File: src/rtl/fcrs_consts.vh
// Notes on behaviour
// - Host holds reset low at least the minimum reset pulse time.
// - Host waits the wake-up time after reset release before reading.
// - Host waits the reset-to-write time after reset release before writing.
// - Flash reset follows the same reset that resets the processor.
// - Commands are bus writes: a setup write, often followed by a confirm write.
// - Page config: setup 0060h, confirm 0004h, register value on the address bus.
// - Status-pin config: setup 00B8h, confirm carries the value on data.
// - Single writes 00FFh, 0070h, 0090h, 0098h select the read modes.
`ifndef FCRS_CONSTS_VH
`define FCRS_CONSTS_VH

`define FCRS_CLK_MHZ 25
`define FCRS_T_RESET_PULSE_NS 25000
`define FCRS_T_WAKE_NS 210
`define FCRS_T_RESET_WRITE_NS 210
`define FCRS_CYC_RESET_PULSE ((`FCRS_T_RESET_PULSE_NS * `FCRS_CLK_MHZ + 999) / 1000)
`define FCRS_CYC_WAKE ((`FCRS_T_WAKE_NS * `FCRS_CLK_MHZ + 999) / 1000)
`define FCRS_CYC_RESET_WRITE ((`FCRS_T_RESET_WRITE_NS * `FCRS_CLK_MHZ + 999) / 1000)
`define FCRS_CYC_WE_LOW 3
`define FCRS_CYC_READ 3
`define FCRS_CYC_GAP 2

`define FCRS_OP_READ_ARRAY 4'h0
`define FCRS_OP_READ_STATUS 4'h1
`define FCRS_OP_READ_ID 4'h2
`define FCRS_OP_READ_QUERY 4'h3
`define FCRS_OP_CLEAR_STATUS 4'h4
`define FCRS_OP_PAGE_CONFIG 4'h5
`define FCRS_OP_STS_CONFIG 4'h6
`define FCRS_OP_PROGRAM 4'h7
`define FCRS_OP_BUF_PROGRAM 4'h8
`define FCRS_OP_ERASE 4'h9
`define FCRS_OP_SUSPEND 4'ha
`define FCRS_OP_RESUME 4'hb
`define FCRS_OP_LOCK 4'hc
`define FCRS_OP_UNLOCK 4'hd
`define FCRS_OP_OTP 4'he
`define FCRS_OP_READ 4'hf

`define FCRS_CMD_READ_ARRAY 16'h00ff
`define FCRS_CMD_READ_STATUS 16'h0070
`define FCRS_CMD_READ_ID 16'h0090
`define FCRS_CMD_READ_QUERY 16'h0098
`define FCRS_CMD_CLEAR_STATUS 16'h0050
`define FCRS_CMD_PAGE_SETUP 16'h0060
`define FCRS_CMD_PAGE_CONFIRM 16'h0004
`define FCRS_CMD_STS_SETUP 16'h00b8
`define FCRS_CMD_PROGRAM 16'h0040
`define FCRS_CMD_BUF_PROGRAM 16'h00e8
`define FCRS_CMD_CONFIRM 16'h00d0
`define FCRS_CMD_ERASE 16'h0020
`define FCRS_CMD_SUSPEND 16'h00b0
`define FCRS_CMD_LOCK_SETUP 16'h0060
`define FCRS_CMD_LOCK_CONFIRM 16'h0001
`define FCRS_CMD_OTP 16'h00c0
`define FCRS_PAGE_LEN_BIT 13
`define FCRS_STATUS_DEFAULT 16'h0080

`endif

File: src/rtl/fcrs_dummy_unused.v
`timescale 1ns/1ps
`default_nettype none
`default_nettype wire

File: src/rtl/fcrs_sync3.v
`timescale 1ns/1ps
`default_nettype none
module fcrs_sync3 (
  // Clock, reset and enable
  input wire clock_in,
  input wire rst_n_in,
  input wire ce_in,
  // Async level
  input wire async_in,
  output reg level_out
);
  reg s1_ff;
  reg s2_ff;
  reg s3_ff;
  always @(posedge clock_in) begin
    if (!rst_n_in) begin
      s1_ff <= 1'b0;
      s2_ff <= 1'b0;
      s3_ff <= 1'b0;
      level_out <= 1'b0;
    end else if (ce_in) begin
      s1_ff <= async_in;
      s2_ff <= s1_ff;
      s3_ff <= s2_ff;
      if (s2_ff == s3_ff) begin
        level_out <= s3_ff;
      end
    end
  end
endmodule
`default_nettype wire

File: src/rtl/fcrs_host.v
`timescale 1ns/1ps
`default_nettype none
`include "fcrs_consts.vh"
module fcrs_host (
  // Clock, reset, enable
  input wire clock_in,
  input wire rst_n_in,
  input wire ce_in,
  // Request port
  input wire req_valid_in,
  input wire [3:0] req_op_in,
  input wire [22:0] req_addr_in,
  input wire [15:0] req_data_in,
  input wire prog_supply_high_in,
  output wire req_ready_out,
  output reg done_out,
  output reg refused_out,
  output reg [15:0] rd_data_out,
  output reg flash_ready_out,
  // Flash pins
  output reg chip_select_zero_n_out,
  output reg write_enable_n_out,
  output reg output_enable_n_out,
  output reg reset_powerdown_n_out,
  output reg [22:0] addr_out,
  output reg [15:0] dq_out,
  output reg dq_oe_n_out,
  input wire [15:0] dq_in,
  input wire ready_status_pin_in
);
  localparam ST_RESET = 3'd0;
  localparam ST_WAKE = 3'd1;
  localparam ST_IDLE = 3'd2;
  localparam ST_WLOW = 3'd3;
  localparam ST_WGAP = 3'd4;
  localparam ST_RLOW = 3'd5;
  localparam ST_DONE = 3'd6;
  localparam integer PULSE_INT = `FCRS_CYC_RESET_PULSE - 1;
  localparam integer WAKE_INT = ((`FCRS_CYC_WAKE > `FCRS_CYC_RESET_WRITE) ?
    `FCRS_CYC_WAKE : `FCRS_CYC_RESET_WRITE) - 1;
  localparam integer WE_INT = `FCRS_CYC_WE_LOW - 1;
  localparam integer GAP_INT = `FCRS_CYC_GAP - 1;
  localparam integer READ_INT = `FCRS_CYC_READ + 1;
  // Last count of each timed phase, cut to the counter width
  localparam [15:0] PULSE_LAST = PULSE_INT[15:0];
  localparam [15:0] WAKE_LAST = WAKE_INT[15:0];
  localparam [15:0] WE_LAST = WE_INT[15:0];
  localparam [15:0] GAP_LAST = GAP_INT[15:0];
  localparam [15:0] READ_LAST = READ_INT[15:0];

  reg [2:0] state_ff;
  reg [15:0] cnt_ff;
  reg second_ff;
  reg two_ff;
  reg [15:0] cyc2_data_ff;
  reg [22:0] cyc2_addr_ff;
  reg [15:0] dq_s1_ff;
  reg [15:0] dq_s2_ff;
  wire sts_level;
  reg [15:0] d1;
  reg [22:0] a2;
  reg [15:0] d2;
  reg two;
  reg needs_supply;

  fcrs_sync3 u_sts (
    .clock_in(clock_in),
    .rst_n_in(rst_n_in),
    .ce_in(ce_in),
    .async_in(ready_status_pin_in),
    .level_out(sts_level)
  );

  assign req_ready_out = (state_ff == ST_IDLE);

  // Decode operation into one or two bus writes
  always @* begin
    d1 = `FCRS_CMD_READ_ARRAY;
    a2 = req_addr_in;
    d2 = `FCRS_CMD_CONFIRM;
    two = 1'b0;
    needs_supply = 1'b0;
    case (req_op_in)
      `FCRS_OP_READ_ARRAY: d1 = `FCRS_CMD_READ_ARRAY;
      `FCRS_OP_READ_STATUS: d1 = `FCRS_CMD_READ_STATUS;
      `FCRS_OP_READ_ID: d1 = `FCRS_CMD_READ_ID;
      `FCRS_OP_READ_QUERY: d1 = `FCRS_CMD_READ_QUERY;
      `FCRS_OP_CLEAR_STATUS: d1 = `FCRS_CMD_CLEAR_STATUS;
      `FCRS_OP_PAGE_CONFIG: begin
        // Value travels on the address bus in both cycles, bit 13 only
        d1 = `FCRS_CMD_PAGE_SETUP;
        d2 = `FCRS_CMD_PAGE_CONFIRM;
        two = 1'b1;
        a2 = 23'h0;
        a2[`FCRS_PAGE_LEN_BIT] = req_addr_in[`FCRS_PAGE_LEN_BIT];
      end
      `FCRS_OP_STS_CONFIG: begin
        d1 = `FCRS_CMD_STS_SETUP;
        d2 = req_data_in;
        two = 1'b1;
      end
      `FCRS_OP_PROGRAM: begin
        d1 = `FCRS_CMD_PROGRAM;
        d2 = req_data_in;
        two = 1'b1;
        needs_supply = 1'b1;
      end
      `FCRS_OP_BUF_PROGRAM: begin
        d1 = `FCRS_CMD_BUF_PROGRAM;
        two = 1'b1;
        needs_supply = 1'b1;
      end
      `FCRS_OP_ERASE: begin
        d1 = `FCRS_CMD_ERASE;
        two = 1'b1;
        needs_supply = 1'b1;
      end
      `FCRS_OP_SUSPEND: d1 = `FCRS_CMD_SUSPEND;
      `FCRS_OP_RESUME: d1 = `FCRS_CMD_CONFIRM;
      `FCRS_OP_LOCK: begin
        d1 = `FCRS_CMD_LOCK_SETUP;
        d2 = `FCRS_CMD_LOCK_CONFIRM;
        two = 1'b1;
        needs_supply = 1'b1;
      end
      `FCRS_OP_UNLOCK: begin
        d1 = `FCRS_CMD_LOCK_SETUP;
        two = 1'b1;
        needs_supply = 1'b1;
      end
      `FCRS_OP_OTP: begin
        d1 = `FCRS_CMD_OTP;
        d2 = req_data_in;
        two = 1'b1;
        needs_supply = 1'b1;
      end
      default: d1 = `FCRS_CMD_READ_ARRAY;
    endcase
  end

  always @(posedge clock_in) begin
    if (!rst_n_in) begin
      // Flash reset follows the system reset
      state_ff <= ST_RESET;
      cnt_ff <= 16'h0000;
      second_ff <= 1'b0;
      two_ff <= 1'b0;
      cyc2_data_ff <= 16'h0000;
      cyc2_addr_ff <= 23'h000000;
      dq_s1_ff <= 16'h0000;
      dq_s2_ff <= 16'h0000;
      done_out <= 1'b0;
      refused_out <= 1'b0;
      rd_data_out <= 16'h0000;
      flash_ready_out <= 1'b0;
      chip_select_zero_n_out <= 1'b1;
      write_enable_n_out <= 1'b1;
      output_enable_n_out <= 1'b1;
      reset_powerdown_n_out <= 1'b0;
      addr_out <= 23'h000000;
      dq_out <= 16'h0000;
      dq_oe_n_out <= 1'b1;
    end else if (ce_in) begin
      dq_s1_ff <= dq_in;
      dq_s2_ff <= dq_s1_ff;
      done_out <= 1'b0;
      refused_out <= 1'b0;
      flash_ready_out <= sts_level && (state_ff != ST_RESET) && (state_ff != ST_WAKE);
      case (state_ff)
        ST_RESET: begin
          // Hold reset low for the minimum pulse
          reset_powerdown_n_out <= 1'b0;
          if (cnt_ff >= PULSE_LAST) begin
            cnt_ff <= 16'h0000;
            reset_powerdown_n_out <= 1'b1;
            state_ff <= ST_WAKE;
          end else begin
            cnt_ff <= cnt_ff + 16'h0001;
          end
        end
        ST_WAKE: begin
          // No read or write before wake and reset-to-write times
          if (cnt_ff >= WAKE_LAST) begin
            cnt_ff <= 16'h0000;
            state_ff <= ST_IDLE;
          end else begin
            cnt_ff <= cnt_ff + 16'h0001;
          end
        end
        ST_IDLE: begin
          chip_select_zero_n_out <= 1'b1;
          if (req_valid_in) begin
            if (needs_supply && !prog_supply_high_in && req_op_in != `FCRS_OP_READ) begin
              refused_out <= 1'b1;
            end else if (req_op_in == `FCRS_OP_READ) begin
              addr_out <= req_addr_in;
              chip_select_zero_n_out <= 1'b0;
              output_enable_n_out <= 1'b0;
              dq_oe_n_out <= 1'b1;
              cnt_ff <= 16'h0000;
              state_ff <= ST_RLOW;
            end else begin
              // First bus write carries the setup code
              addr_out <= (req_op_in == `FCRS_OP_PAGE_CONFIG) ? a2 : req_addr_in;
              dq_out <= d1;
              dq_oe_n_out <= 1'b0;
              chip_select_zero_n_out <= 1'b0;
              write_enable_n_out <= 1'b0;
              two_ff <= two;
              second_ff <= 1'b0;
              cyc2_addr_ff <= a2;
              cyc2_data_ff <= d2;
              cnt_ff <= 16'h0000;
              state_ff <= ST_WLOW;
            end
          end
        end
        ST_WLOW: begin
          if (cnt_ff >= WE_LAST) begin
            write_enable_n_out <= 1'b1;
            cnt_ff <= 16'h0000;
            state_ff <= ST_WGAP;
          end else begin
            cnt_ff <= cnt_ff + 16'h0001;
          end
        end
        ST_WGAP: begin
          if (cnt_ff >= GAP_LAST) begin
            cnt_ff <= 16'h0000;
            if (two_ff && !second_ff) begin
              // Confirm write follows the setup
              second_ff <= 1'b1;
              addr_out <= cyc2_addr_ff;
              dq_out <= cyc2_data_ff;
              write_enable_n_out <= 1'b0;
              state_ff <= ST_WLOW;
            end else begin
              chip_select_zero_n_out <= 1'b1;
              dq_oe_n_out <= 1'b1;
              state_ff <= ST_DONE;
            end
          end else begin
            cnt_ff <= cnt_ff + 16'h0001;
          end
        end
        ST_RLOW: begin
          if (cnt_ff >= READ_LAST) begin
            rd_data_out <= dq_s2_ff;
            output_enable_n_out <= 1'b1;
            chip_select_zero_n_out <= 1'b1;
            state_ff <= ST_DONE;
          end else begin
            cnt_ff <= cnt_ff + 16'h0001;
          end
        end
        ST_DONE: begin
          done_out <= 1'b1;
          state_ff <= ST_IDLE;
        end
        default: state_ff <= ST_RESET;
      endcase
    end
  end
endmodule
`default_nettype wire

File: config.mk
export PLATFORM = sky130hd
export DESIGN_NAME = fcrs_host
export DESIGN_NICKNAME = d
export VERILOG_FILES = /design/src/rtl/fcrs_dummy_unused.v /design/src/rtl/fcrs_sync3.v /design/src/rtl/fcrs_host.v
export VERILOG_INCLUDE_DIRS = /design/src /design/src/rtl
export SDC_FILE = /design/constraint.sdc
export NUM_CORES = 1
export LEC_CHECK = 0
export ABC_AREA = 1
export BUFFER_PORTS_ARGS = -buffer_cell sky130_fd_sc_hd__buf_2
export CAP_MARGIN = 10
export CORE_MARGIN = 2
export CORE_UTILIZATION = 56
export CTS_CLUSTER_SIZE = 24
export DETAILED_ROUTE_END_ITERATION = 16
export PLACE_DENSITY = 0.76
export SETUP_SLACK_MARGIN = 0.2
export SLEW_MARGIN = 20
export SYNTH_ARGS = -nofsm -noshare
export SYNTH_HDL_FRONTEND = slang
export SYNTH_SLANG_ARGS = --single-unit
File: constraint.sdc
create_clock -name clock_in -period 2.1 [get_ports clock_in]
set_input_delay 0.105 -clock clock_in [delete_from_list [all_inputs] [get_ports clock_in]]
set_output_delay 0.105 -clock clock_in [all_outputs]
set_load 0.05 [all_outputs]
Yosys cells after proc, flatten, opt, wreduce, memory -nomap -nowiden

Index checks and enable logic that the tools add are counted.

Register bits: 159

Add/sub/neg operators: 1
Order comparisons: 5
Equality and inequality tests: 36
Multiplexer cells: 64
Bitwise gates (word level): 2
Reduce and logical (&&, ||, !) cells: 30

Operator list:

| operator                                                                | number |
|---|---|
| 16-bit two-way mux                                                      | 12 |
| 23-bit two-way mux                                                      | 7 |
| 16-bit case mux with 6 select lines                                     | 1 |
| 8-bit case mux with 12 select lines                                     | 1 |
| 16-bit case mux with 3 select lines                                     | 1 |
| 23-bit case mux with 2 select lines                                     | 1 |
| 4-bit equality test, second input constant                              | 8 |
| 16-bit by 3-bit >= comparator with 1-bit output, second input constant  | 2 |
| 16-bit case mux with 2 select lines                                     | 1 |
| 3-bit two-way mux                                                       | 9 |
| 1-bit two-way mux                                                       | 25 |
| 2-bit inequality test, second input constant                            | 11 |
| 3-bit case mux with 7 select lines                                      | 1 |
| 6-bit AND reduction                                                     | 3 |
| 16-bit by 1-bit adder with 16-bit output, second input constant         | 1 |
| 4-bit by 3-bit equality test with 1-bit output, second input constant   | 4 |
| 16-bit by 1-bit >= comparator with 1-bit output, second input constant  | 1 |
| 16-bit by 10-bit >= comparator with 1-bit output, second input constant | 1 |
| 16-bit by 2-bit >= comparator with 1-bit output, second input constant  | 1 |
| 8-bit AND reduction                                                     | 2 |
| 5-bit AND reduction                                                     | 3 |
| 3-bit equality test, second input constant                              | 3 |
| 3-bit nonzero test                                                      | 3 |
| 4-bit by 2-bit equality test with 1-bit output, second input constant   | 2 |
| 21 further kinds                                                        | 34 |

Depth between registers and ports, before layout

Gate-level depths: netlist of the first run.

Word-level depth: 8
Gate-level depth with buffers: 13
Gate-level depth less buffers: 12

Hierarchy

From an unflattened synthesis of the first run, not the netlist that was laid out.

Cells, all modules: 1,022
Area total of the unflattened synthesis: 7,215.7 um2

Modules (own cells, without submodules):

| module     | instances | cells an instance | area an instance (um2) |
|---|---|---|---|
| fcrs_host  | 1         | 1,003             | 7,071.8 |
| fcrs_sync3 | 1         | 19                | 143.9 |

Worst setup path after synthesis of the first run

No wires, ideal clock.

Kind: register -> register
Start: reg state_ff[2]
End: reg cyc2_data_ff[7]
Arrival: 1,681 ps
Required time: 1,984 ps
Slack: 303 ps
Stages on the path, launching flop included: 11
Period minus slack after synthesis: 1,797 ps
Cell sequence: dfxtp_1 inv_2 nand3_2 inv_1 nand2_1 nor2_1 nand2_4 inv_4 buf_4 nand3_1 o211a_1

Word-level cells in the longest chain between the ends: 2

Ends and longest elaborated chain:

| item                                           | RTL line        | text |
|---|---|---|
| start, declared                                | fcrs_host.v:51  | `reg [2:0] state_ff;` |
| start signal, assigned                         | fcrs_host.v:144 | `state_ff <= ST_RESET;` |
| start signal, assigned                         | fcrs_host.v:176 | `state_ff <= ST_WAKE;` |
| start signal, assigned                         | fcrs_host.v:185 | `state_ff <= ST_IDLE;` |
| 3-bit by 2-bit equality test with 1-bit output | -               |  |
| via req_ready_out                              | fcrs_host.v:15  | `output wire req_ready_out,` |
| 5-bit AND reduction (no source line)           | -               |  |
| end signal, assigned                           | fcrs_host.v:148 | `cyc2_data_ff <= 16'h0000;` |
| end signal, assigned                           | fcrs_host.v:212 | `cyc2_data_ff <= d2;` |
| end, declared                                  | fcrs_host.v:55  | `reg [15:0] cyc2_data_ff;` |

The timed path passes the listed nets, and every way through them passes these cells.
A chain may end at the register's enable or synchronous reset.

Worst setup path after layout of the first run

Start: reg cnt_ff[0]
End: reg addr_out[21]

Word-level cells in the longest chain between the ends: 3

Ends and longest elaborated chain:

| item                                            | RTL line        | text |
|---|---|---|
| start, declared                                 | fcrs_host.v:52  | `reg [15:0] cnt_ff;` |
| start signal, assigned                          | fcrs_host.v:178 | `cnt_ff <= cnt_ff + 16'h0001;` |
| start signal, assigned                          | fcrs_host.v:187 | `cnt_ff <= cnt_ff + 16'h0001;` |
| start signal, assigned                          | fcrs_host.v:224 | `cnt_ff <= cnt_ff + 16'h0001;` |
| 16-bit by 1-bit >= comparator with 1-bit output | fcrs_host.v:228 | `if (cnt_ff >= GAP_LAST) begin` |
| 2-bit inequality test (no source line)          | -               |  |
| 6-bit AND reduction (no source line)            | -               |  |
| end signal, assigned                            | fcrs_host.v:196 | `addr_out <= req_addr_in;` |
| end signal, assigned                            | fcrs_host.v:204 | `` addr_out <= (req_op_in == `FCRS_OP_PAGE_CONFIG) ? a2 : req_addr_in; `` |
| end signal, assigned                            | fcrs_host.v:233 | `addr_out <= cyc2_addr_ff;` |
| end, declared                                   | fcrs_host.v:25  | `output reg [22:0] addr_out,` |

Every way passes these cells.

==> results.md, run 1 <==
- Status: complete, no violations
- Syn nets: roughly 1100
- Yosys warns: 0
- Yosys top cell by area: dfxtp_1
- Tot Pwr: around 9.5 mW
- Global-route wire length before repair: about 30000 um
- Setup crit end kind: register
- Leak: about 4.2 nW
- Die width: 118 um
- Nets: approximately 1300
- R2R cell count: 11
- FF-to-FF Start: cnt_ff[0]$_SDFFE_PN0P_
- Clk slew on worst S/H paths: 70 ps
- Top cells by area, synth: dfxtp_1, nor2_1, nand2_1
- Post-Route Setup TNS: 0 ps
- Clk_lat worst skew: 430 ps
- Synthesis-to-layout area growth: 26.1%
- Total Routing Usage GR: about a quarter
- Routed vias/inst: ~5.2
- WL final: 18400 um
- Mapped Area: between 7000 and 8000 um^2
- Setup violators final: 0
- Top cell type's share of synthesized area: between 40% and 50%
- Clk root buf: clkbuf_16
- Ys flop type: dfxtp_1
- # port buffers: approximately 130
- Power per cell area: 1040 nW/um^2
- Hold Slack: 37.8 ps
- R2R setup slack: 280 ps
- Post-synth EDFFs: 0
- CP max FO: 11
- Die Ht: 118 um
- Fin. Hold Viols: 0
- Flops & latches, synth: 159
- Top cells by instance count after synthesis: nor2_1, nand2_1, dfxtp_1, o21ai_0, inv_1
- DRC: 0
- CTS sink count: 159
- Core area: about 13000 um^2
- Fmax: about 550 MHz
- Cell Area, Placed: 7950 um^2
- Final instance area: slightly above 9000 um^2
- Routability cong.: 0.860
- Drt initial violations: between 400 and 500
- Vias in the first global route: around 6500
- Crit Path Class: reg -> reg
- I/O pins: 129
- Tcrit/Tclk final: 86.6%
- Distinct cells, synth: 40
- Drt wl/cell: ~13 um
- Remaining global-route overflow: 0
- Gate Count Post-Synth: 1033
- Crit path launch type: register
- Hold worst-path end: cyc2_addr_ff[10]$_SDFFE_PN0P_
- Mean Syn Cell Area: between 7 and 8 um^2
- CTS H-Tree Depth: 4
- Final Slew Violations: 0
- Max clock buf depth: 2
- R2R Path End: addr_out[21]$_SDFFE_PN0P_
- Max-Cap Viols: 0
- Ys async rst share: 0%
- HP Start: req_addr_in[10]
- Die area: approximately 14000 um^2
- Clock Skews: about 8.4 ps
- Relative slew slack: 61.6%
- Most frequent cell after synthesis: nor2_1
- Slack of the critical path: ~280 ps
- CTS buffer count: 17
- RSZ-0062 raised after global routing: true
- Vias: approximately 7100
- Largest net degree at the start of global routing: approximately 110
- # diodes: 0
- Hold Path Cell Cnt: 3
- CTS tree: built
- Row cnt: between 40 and 50
- Seq/Total Area, Yosys: about 44%
- Max VDD drop: ~0.74 mV
- Initial antenna violation count: 1
- Slew @ Worst Pin: around 580 ps
- First-pass DRT Iterations: 5
- Initial Util: between 50% and 60%
- Hold Crit Class: in -> reg
- Required @ worst endpoint: approximately 2400 ps
- Final HPWL DP: 11100 um
- Final ANT Viol Nets: 0
- Post-Place Worst Slack: ~130 ps
- Share of cells above drive strength 1: between 10% and 20%
- Critical Path AT: 2140 ps
- Final Critical Period: around 1800 ps
critical path: stages, from the launching register on:
cell,delay [ps]
dfxtp_4,370
inv_1,70
ha_1,230
nand2_1,90
nor2_2,40
nand3_2,130
nand3_4,100
nor2_4,220
buf_12,150
nand2_4,110
nor2_1,120
nor2_1,50
how the worst max path moves through the flow:
stage,startpoint,endpoint,cells past startpoint
after global routing,state_ff[0]$_SDFFE_PN0P_,state_ff[0]$_SDFFE_PN0P_,10
after global placement,cnt_ff[1]$_SDFFE_PN0P_,addr_out[6]$_SDFFE_PN0P_,11
final,cnt_ff[0]$_SDFFE_PN0P_,addr_out[21]$_SDFFE_PN0P_,11
after CTS,state_ff[1]$_SDFFE_PN0P_,cyc2_addr_ff[10]$_SDFFE_PN0P_,8
after floorplan,state_ff[2]$_SDFFE_PN0P_,cyc2_data_ff[7]$_SDFFE_PN0P_,10
after detailed placement,cnt_ff[1]$_SDFFE_PN0P_,addr_out[3]$_SDFFE_PN0P_,11
registers in the layout, indices dropped and copies added, names as in the netlist, 3 cells and up:
name and cells:
cyc2_addr_ff 23, state_ff 3, dq_out 16, cnt_ff 16
dq_s2_ff 16, addr_out 23, dq_s1_ff 16, cyc2_data_ff 16
rd_data_out 16
kinds of logic (layout without fill, tap and decap cells):
family	Yosys count	after routing	synth area share, %
compound gates	232	232	17.2
mux	1	1	0.138
buf+inv	156	319	9.41
xor+xnor	3	3	0.363
fa+ha+maj	4	4	0.692
flops	159	159	44.0
simple gates	478	480	28.2
cell type report:
type,count,area (um^2)
fill,1079,3500
multi-input combinational,720,3430
sequential,159,3200
timing repair buffer,191,1290
clock buffer,20,467
inverter,96,363
tap,172,215
clock inverter,12,160
placed cells by master, fill, tap and decap left out, drive strengths merged:
cell and count:
o21ai 130, a21oi 75, nor3 4, dlygate4sd3 43
a31o 1, nand4 9, buf 148, xor2 2
or2 1, and3 1, clkinv 2, o221ai 1
nand3b 1, mux2i 1, bufinv 2, nand3 53
ha 4, nand2 182, dfxtp 159, nor2 223
a21boi 1, o211a 3, a211oi 19, nor3b 6
o211ai 2, inv 104, xnor2 1, clkbuf 20
per-stage QoR:
step / utilization (%) / cells
floorplan: - / 1033
global placement: 63.0 / 1290
detailed placement: 63.0 / 1290
CTS: 71.4 / 1365
global route: 72.3 / 1370
finish: 72.3 / 1370
power by group:
part | total [mW] | switching, mW | internal (mW)
sequential | 3.52 | 0.197 | 3.32
combinational | 2.74 | 1.92 | 0.815
clock | 3.23 | 1.33 | 1.90
total | 9.49 | 3.45 | 6.04
layer usage:
layer,wire [um],GRT usage (%),share of wire [%]
met5,0,0,0
met3,1040,6.93,5.7
met1,8270,34.1,45
met2,8680,42.5,47
met4,399,9.64,2.2
repair_timing:
| item | CTS | global route |
|---|---|---|
| setup endpoints to repair | 24 | 82 |
| hold buffers | 43 | 0 |
| buffers inserted | 0 | 3 |
| gates resized for setup | 2 | 19 |
| pin swaps | 0 | 3 |
| endpoints found under the hold margin | 43 | 0 |
| cloned | 0 | 2 |
Power figures use the tool's default switching activity.
==> inputs of run 2 (changes only) <==
--- a/config.mk
+++ b/config.mk
@@ -10,10 +10,10 @@
 export BUFFER_PORTS_ARGS = -buffer_cell sky130_fd_sc_hd__buf_2
 export CAP_MARGIN = 10
 export CORE_MARGIN = 2
-export CORE_UTILIZATION = 56
+export CORE_UTILIZATION = 51
 export CTS_CLUSTER_SIZE = 24
 export DETAILED_ROUTE_END_ITERATION = 16
-export PLACE_DENSITY = 0.76
+export PLACE_DENSITY = 0.73
 export SETUP_SLACK_MARGIN = 0.2
 export SLEW_MARGIN = 20
 export SYNTH_ARGS = -nofsm -noshare
==> constraint.sdc (replaced) <==
create_clock -name clock_in -period 1.5 [get_ports clock_in]
set_input_delay 0.075 -clock clock_in [delete_from_list [all_inputs] [get_ports clock_in]]
set_output_delay 0.075 -clock clock_in [all_outputs]
set_load 0.05 [all_outputs]
==> run 2 against run 1 <==
- the flow now finishes with violations (negative setup slack)
- clock skew increased by 3.5 ps
- die area increased by 9.5%
- design area increased by 23%
- first-iteration DRC count increased by 95%
- power increased by 67%
- final cell count increased by 8.1%
- non-clock buffer count increased by 106
- critical endpoint is now cyc2_addr_ff[4]$_SDFFE_PN0P_
- hold slack got worse by 15 ps
==> results.md, run 2 (synthesized netlist as in run 1, its figures left out) <==
- Fin. Hold Viols: 0 (unchanged)
- FF-to-FF Start: state_ff[1]$_SDFFE_PN0P_
- Clock Power Share: 28.9% (-5.2 points)
- I/O pins: 129 (unchanged)
- Initial antenna violation count: 0 (-1)
- Max clock buf depth: 2 (unchanged)
- CTS H-Tree Depth: 4 (unchanged)
- Largest registers: addr_out: 23 flops, cyc2_addr_ff: 23 flops
- Crit path launch type: register
- Required @ worst endpoint: 1830 ps (-590 ps)
- Worst path bufs/invs: 5 (+3)
- Failing checks: negative setup slack
- Most frequent CP cell: buf_6
- First-pass DRT Iterations: 8 (+3)
- Sw power: 6.02 mW (+74%)
- Internal power: 9.78 mW (+62%)
- Crit Path Class: reg -> reg
- R2R setup slack: -310 ps (-590 ps)
- Clk root buf: clkbuf_16
- Max-Cap Viols: 0 (unchanged)
- Post-layout util: 80.7% (+8.4 points)
- Die Ht: 123 um (+4.6%)
- Status: finished with violations
- Cell breakdown of the critical path: buf_6 > nand3_4 > buf_6 > clkinvlp_4 > nand2_2 > nor2_4 > nand2_4 > buf_12 > clkbuf_16 > a21oi_1 > a211oi_1
- CP max FO: 8 (-3)
- RSZ-0062 raised after global routing: true
- Worst path slowest cell: dfxtp_4
- CTS buffer count: 17 (unchanged)
- Drt wl/cell: 17.3 um (+29%)
- Most common cell after layout, fill and taps aside: nor2_1
- WL final: 25600 um (+39%)
- Hold Crit Class: in -> reg
- Die width: 123 um (+4.6%)
- Relative slew slack: 43.6% (-18 points)
- Vias in the first global route: 7246 (+11%)
- DRC: 0 (unchanged)
- # diodes: 0 (unchanged)
- Post-Place Worst Slack: -329 ps (-463 ps)
- Final HPWL DP: 12300 um (+11%)
- Delay of the slowest critical-path stage: 370 ps (about the same)
- Logic pwr share: 39.7% (+11 points)
- Power per cell area: 1410 nW/um^2 (+36%)
- Nets: 1359 (+8.4%)
- Share of power burned in registers: 31.4% (-5.7 points)
- Final instance area: 11200 um^2 (+23%)
- Routability cong.: 0.883 (+2.6%)
- Slew @ Worst Pin: 845 ps (+270 ps)
- Remaining global-route overflow: 0 (unchanged)
- Hold Path Cell Cnt: 4 (+1)
- Slack of the critical path: -311 ps (-593 ps)
- Cell family with most CP delay: buffers and inverters
- Clk_lat worst skew: 430 ps (about the same)
- Routed vias/inst: 5.53 (+7.1%)
- Max VDD drop: 1.12 mV (+52%)
- Drt initial violations: 874 (+95%)
- Global-route wire length before repair: 34700 um (+14%)
- Final Critical Period: 1810 ps (-6.94 ps)
- # port buffers: 128 (unchanged)
- Origin of the worst setup path: state_ff[1]$_SDFFE_PN0P_
- Setup crit end kind: register
- Setup violators final: 121 (+121)
- Die area: 15200 um^2 (+9.5%)
- Most frequent cells in the layout: nor2_1, dfxtp_1, nand2_1, buf_2, inv_1
- Tcrit/Tclk final: 121% (+34 points)
- R2R Path End: cyc2_addr_ff[4]$_SDFFE_PN0P_
- Vias: 8188 (+16%)
- Cell depth of the worst setup path: 11 (unchanged)
- Final Slew Violations: 0 (unchanged)
- Clk slew on worst S/H paths: 70 ps (about the same)
- Total Routing Usage GR: 29.1% (+2.8 points)
- CTS tree: built
- Share of cells above drive strength 1: 38.3% (+19 points)
- Leak: 5.01 nW (+18%)
- Final ANT Viol Nets: 0 (unchanged)
- Core area: 13900 um^2 (+10%)
- R2R cell count: 11 (unchanged)
- Critical Path AT: 2140 ps (about the same)
- Largest net degree at the start of global routing: 61 (-44%)
- Clock Skews: 11.9 ps (+3.50 ps)
- Cell Area, Placed: 8700 um^2 (+9.5%)
- Row cnt: 43 (+4.9%)
- CTS sink count: 159 (unchanged)
- Initial Util: 52.1% (-5.2 points)
- Synthesis-to-layout area growth: 54.8%
- Fmax: 552 MHz (+0.38%)
- CP Capture Point: cyc2_addr_ff[4]$_SDFFE_PN0P_
- Switch share: 38.1% (+1.7 points)
## run 2: metal layers
metal / part of all wire [%] / track usage [%]
met4: 3.5 / 10.6
met3: 7.6 / 6.46
met5: 0 / 0
met2: 50 / 49.2
met1: 39 / 36.6
## run 2: repair_timing
action | CTS | global route
cloned | 5 | 8
hold buffers | 46 | 0
buffers inserted | 12 | 11
pin swaps | 27 | 47
endpoints found under the hold margin | 47 | 0
gates resized for setup | 138 | 167
setup endpoints to repair | 122 | 122
## run 2: worst reg2reg max path: cells and delay by family (launching register included)
family	cells	cell delay, ps
AO/OA/AOI/OAI	2	310
flip-flops	1	370
buffers and inverters	5	700
AND/OR/NAND/NOR	4	340
## run 2: power by group through the flow
| stage | registers, mW | clock network, mW | logic (mW) |
|---|---|---|---|
| 5_1_grt | 5.00 | 4.78 | 6.63 |
| 2_1_floorplan | 5.73 | 0 | 2.14 |
| 3_3_place_gp | 4.96 | 0 | 4.31 |
| 4_1_cts | 4.91 | 4.58 | 5.39 |
| 3_5_place_dp | 4.96 | 0 | 4.37 |
| 6_report | 4.97 | 4.57 | 6.27 |
## run 2: worst min-delay path by stage
stage / from / endpoint / slack (ps)
global route: req_data_in[7] / cyc2_data_ff[7]$_SDFFE_PN0P_ / 50
detailed placement: dq_in[9] / dq_s1_ff[9]$_SDFFE_PN0P_ / 300
finish: req_data_in[7] / cyc2_data_ff[7]$_SDFFE_PN0P_ / 20
global placement: dq_in[15] / dq_s1_ff[15]$_SDFFE_PN0P_ / 290
CTS: req_data_in[7] / cyc2_data_ff[7]$_SDFFE_PN0P_ / 5
floorplan: dq_in[0] / dq_s1_ff[0]$_SDFFE_PN0P_ / 210
## run 2: area by class of cell
| class | instances | area [um^2] |
|---|---|---|
| multi-input cells | 719 | 4290 |
| flip-flops and latches | 159 | 3210 |
| fillers | 839 | 2680 |
| repair buffers | 297 | 2480 |
| clock buffers | 18 | 429 |
| inverters | 96 | 394 |
| well taps | 180 | 225 |
| clock inverters | 12 | 178 |
## run 2: per-stage QoR
step           instances  power, mW  hold WS, ps  setup TNS [ps]
2_1_floorplan       1033       7.87          210           -3300
3_3_place_gp        1369       9.27          294          -13960
3_5_place_dp        1369       9.32          303          -17830
4_1_cts             1462       14.9         4.54           -7540
5_1_grt             1481       16.4         51.2          -26260
6_report            1481       15.8         22.7          -18670
==> inputs of run 3 (changes only) <==
--- a/config.mk
+++ b/config.mk
@@ -13,7 +13,7 @@
 export CORE_UTILIZATION = 51
 export CTS_CLUSTER_SIZE = 24
 export DETAILED_ROUTE_END_ITERATION = 16
-export PLACE_DENSITY = 0.73
+export PLACE_DENSITY_LB_ADDON = 0.3
 export SETUP_SLACK_MARGIN = 0.2
 export SLEW_MARGIN = 20
 export SYNTH_ARGS = -nofsm -noshare
==> constraint.sdc (replaced) <==
create_clock -name clock_in -period 1.64 [get_ports clock_in]
set_input_delay 0.082 -clock clock_in [delete_from_list [all_inputs] [get_ports clock_in]]
set_output_delay 0.082 -clock clock_in [all_outputs]
set_load 0.05 [all_outputs]
==> run 3 against run 2 <==
- sequential cell count is the same
- wire length shrank 0.60%
- the run still ends with negative setup slack left
- largest power group unchanged
- worst setup slack gained 64 ps
- clock-buffer cell count is 6 higher
- clock skew fell by 4.0 ps
==> results.md, run 3 (synthesized netlist as in run 1, its figures left out) <==
- Status: finished with violations
- Failing checks: negative setup slack
- Internal power: 8.54 mW (-13%)
- WL final: 25400 um (-0.60%)
- Setup crit end kind: register
- Switch share: 37.5% (-0.55 points)
- RSZ-0062 raised after global routing: true
- Clock Skews: 7.84 ps (-4.03 ps)
- Hold Path Cell Cnt: 4 (unchanged)
- Logic pwr share: 39.4% (-0.3 points)
- Clk_lat worst skew: 430 ps (about the same)
- Total Routing Usage GR: 29.8% (+0.70 points)
- Most frequent cells in the layout: nor2_1, dfxtp_1, nand2_1, buf_2, o21ai_0
- Vias in the first global route: 7667 (+5.8%)
- Die Ht: 123 um (unchanged)
- Row cnt: 43 (unchanged)
- Final Slew Violations: 0 (unchanged)
- # diodes: 0 (unchanged)
- # port buffers: 128 (unchanged)
- Setup violators final: 104 (-14%)
- Slew @ Worst Pin: 608 ps (-238 ps)
- Routability cong.: 0.928 (+5.1%)
- R2R cell count: 9 (-2)
- R2R setup slack: -250 ps (+60 ps)
- Cell breakdown of the critical path: buf_6 > nand3_4 > buf_12 > clkinvlp_4 > nand2_2 > nor2_4 > nand2_8 > clkbuf_16 > a211oi_1
- Share of cells above drive strength 1: 33.8% (-4.5 points)
- R2R Path End: cyc2_data_ff[14]$_SDFFE_PN0P_
- Initial Util: 52.1% (unchanged)
- Max clock buf depth: 2 (unchanged)
- Drt wl/cell: 17.3 um (about the same)
- Drt initial violations: 759 (-13%)
- Clock Power Share: 27.5% (-1.4 points)
- HP Start: req_data_in[4]
- Hold Slack: 21.7 ps (-1.03 ps)
- Final ANT Viol Nets: 0 (unchanged)
- CTS H-Tree Depth: 4 (unchanged)
- Relative slew slack: 59.4% (+16 points)
- Cells after DPL: 1348 (-1.5%)
- Largest net degree at the start of global routing: 61 (unchanged)
- Initial antenna violation count: 0 (unchanged)
- Worst path slowest cell: dfxtp_4
- Non-Filler Instances: 1473 (-0.54%)
- Delay of the slowest critical-path stage: 380 ps (about the same)
- Sw power: 5.13 mW (-15%)
- Required @ worst endpoint: 1970 ps (+140 ps)
- Max-Cap Viols: 0 (unchanged)
- CTS sink count: 159 (unchanged)
- Tcrit/Tclk final: 115% (-5.6 points)
- Hold Crit Class: in -> reg
- Die area: 15200 um^2 (unchanged)
- Critical Path AT: 2220 ps (+80 ps)
- CTS tree: built
- Synthesis-to-layout area growth: 48.0%
- Most common cell after layout, fill and taps aside: nor2_1
- CTS buffer count: 17 (unchanged)
- Routed vias/inst: 5.63 (+1.9%)
- Nets: 1351 (-0.59%)
- Leak: 4.84 nW (-3.4%)
- DRC: 0 (unchanged)
- Max VDD drop: 1.18 mV (+4.7%)
- Clk root buf: clkbuf_16
- Fmax: 530 MHz (-4.0%)
- Final Critical Period: 1890 ps (+76.4 ps)
- Die width: 123 um (unchanged)
- Slack of the critical path: -248 ps (+63.6 ps)
- Final HPWL DP: 12200 um (-0.51%)
- Remaining global-route overflow: 0 (unchanged)
- Crit path launch type: register
- Vias: 8295 (+1.3%)
- Origin of the worst setup path: state_ff[1]$_SDFFE_PN0P_
- Global-route wire length before repair: 35600 um (+2.7%)
- Share of power burned in registers: 33.2% (+1.8 points)
- Core area: 13900 um^2 (unchanged)
- Clk slew on worst S/H paths: 60 ps (about the same)
- Power per cell area: 1280 nW/um^2 (-9.5%)
- Crit Path Class: reg -> reg
- Fin. Hold Viols: 0 (unchanged)
- Hold worst-path end: cyc2_data_ff[4]$_SDFFE_PN0P_
- First-pass DRT Iterations: 5 (-3)
- CP max FO: 8 (unchanged)
- FF-to-FF Start: state_ff[1]$_SDFFE_PN0P_
- I/O pins: 129 (unchanged)
- Largest registers: addr_out: 23 flops, cyc2_addr_ff: 23 flops
-- run 3: cell types whose count changed in the layout (fill, tap and decap cells not counted), moves of 6 or more --
cell     before  now
nor2_2       26   20
o21ai_0      79   99
o21ai_1      20   26
buf_12       15    6
nor2_4       36   22
o21ai_2      28    5
nand2_4      12    6
nor2_1      162  182
-- run 3: power by group through the flow --
stage | Sequential, mW | Clock [mW] | Combinational, mW
2_1_floorplan | 5.24 | 0 | 1.94
3_3_place_gp | 4.54 | 0 | 3.76
3_5_place_dp | 4.54 | 0 | 3.85
4_1_cts | 4.51 | 3.77 | 4.64
5_1_grt | 4.57 | 3.92 | 5.67
6_report | 4.53 | 3.76 | 5.38
-- run 3: how the worst max path moves through the flow --
stage,to,slack (ps),cells after the start
global route,cyc2_data_ff[14]$_SDFFE_PN0P_,-300,9
detailed placement,addr_out[13]$_SDFFE_PN0P_,-200,9
CTS,addr_out[19]$_SDFFE_PN0P_,-60,13
global placement,addr_out[21]$_SDFFE_PN0P_,-100,9
floorplan,cyc2_data_ff[4]$_SDFFE_PN0P_,60,9
finish,cyc2_data_ff[14]$_SDFFE_PN0P_,-250,9
-- run 3: timing repair --
item,in CTS,in global routing
hold endpoints to repair,48,0
setup endpoints to repair,121,122
buffers inserted,20,12
hold buffers,47,0
gates cloned,5,11
pin swaps,21,9
resized for setup,107,93
-- run 3: area by class of cell --
type / count / area, um^2
repair buffers: 289 / 2340
well taps: 180 / 225
flip-flops and latches: 159 / 3200
fillers: 883 / 3170
inverters: 96 / 390
clock buffers: 24 / 492
multi-input cells: 719 / 4000
clock inverters: 6 / 60.1
-- run 3: stage by stage --
stage / worst slack [ps] / setup TNS, ps / total power [mW] / utilization [%] / area [um^2]
floorplan: 56.9 / 0 / 7.19 / - / 7350
global placement: -101 / -2090 / 8.31 / 60.9 / 8460
detailed placement: -197 / -5400 / 8.39 / 60.9 / 8460
CTS: -56.8 / -1320 / 12.9 / 72.5 / 10100
global route: -296 / -20600 / 14.2 / 77.1 / 10700
finish: -248 / -13040 / 13.7 / 77.1 / 10700
-- run 3: metal layers --
layer / vias to the layer above / global-route usage (%) / wire length, um / share of wire, %
met3: 161 / 6.00 / 2250 / 8.9
met1: 3809 / 35.8 / 9500 / 37
met2: 492 / 51.3 / 12000 / 47
li1: 3833 / - / - / -
met4: 0 / 14.1 / 1670 / 6.6
met5: - / 0 / 0 / 0
-- run 3: critical path: cells and delay by family, from the launching register on --
family                 cells  cell delay [ps]
AND/OR/NAND/NOR            4              550
flip-flops                 1              380
buffers and inverters      4              560
AO/OA/AOI/OAI              1              280
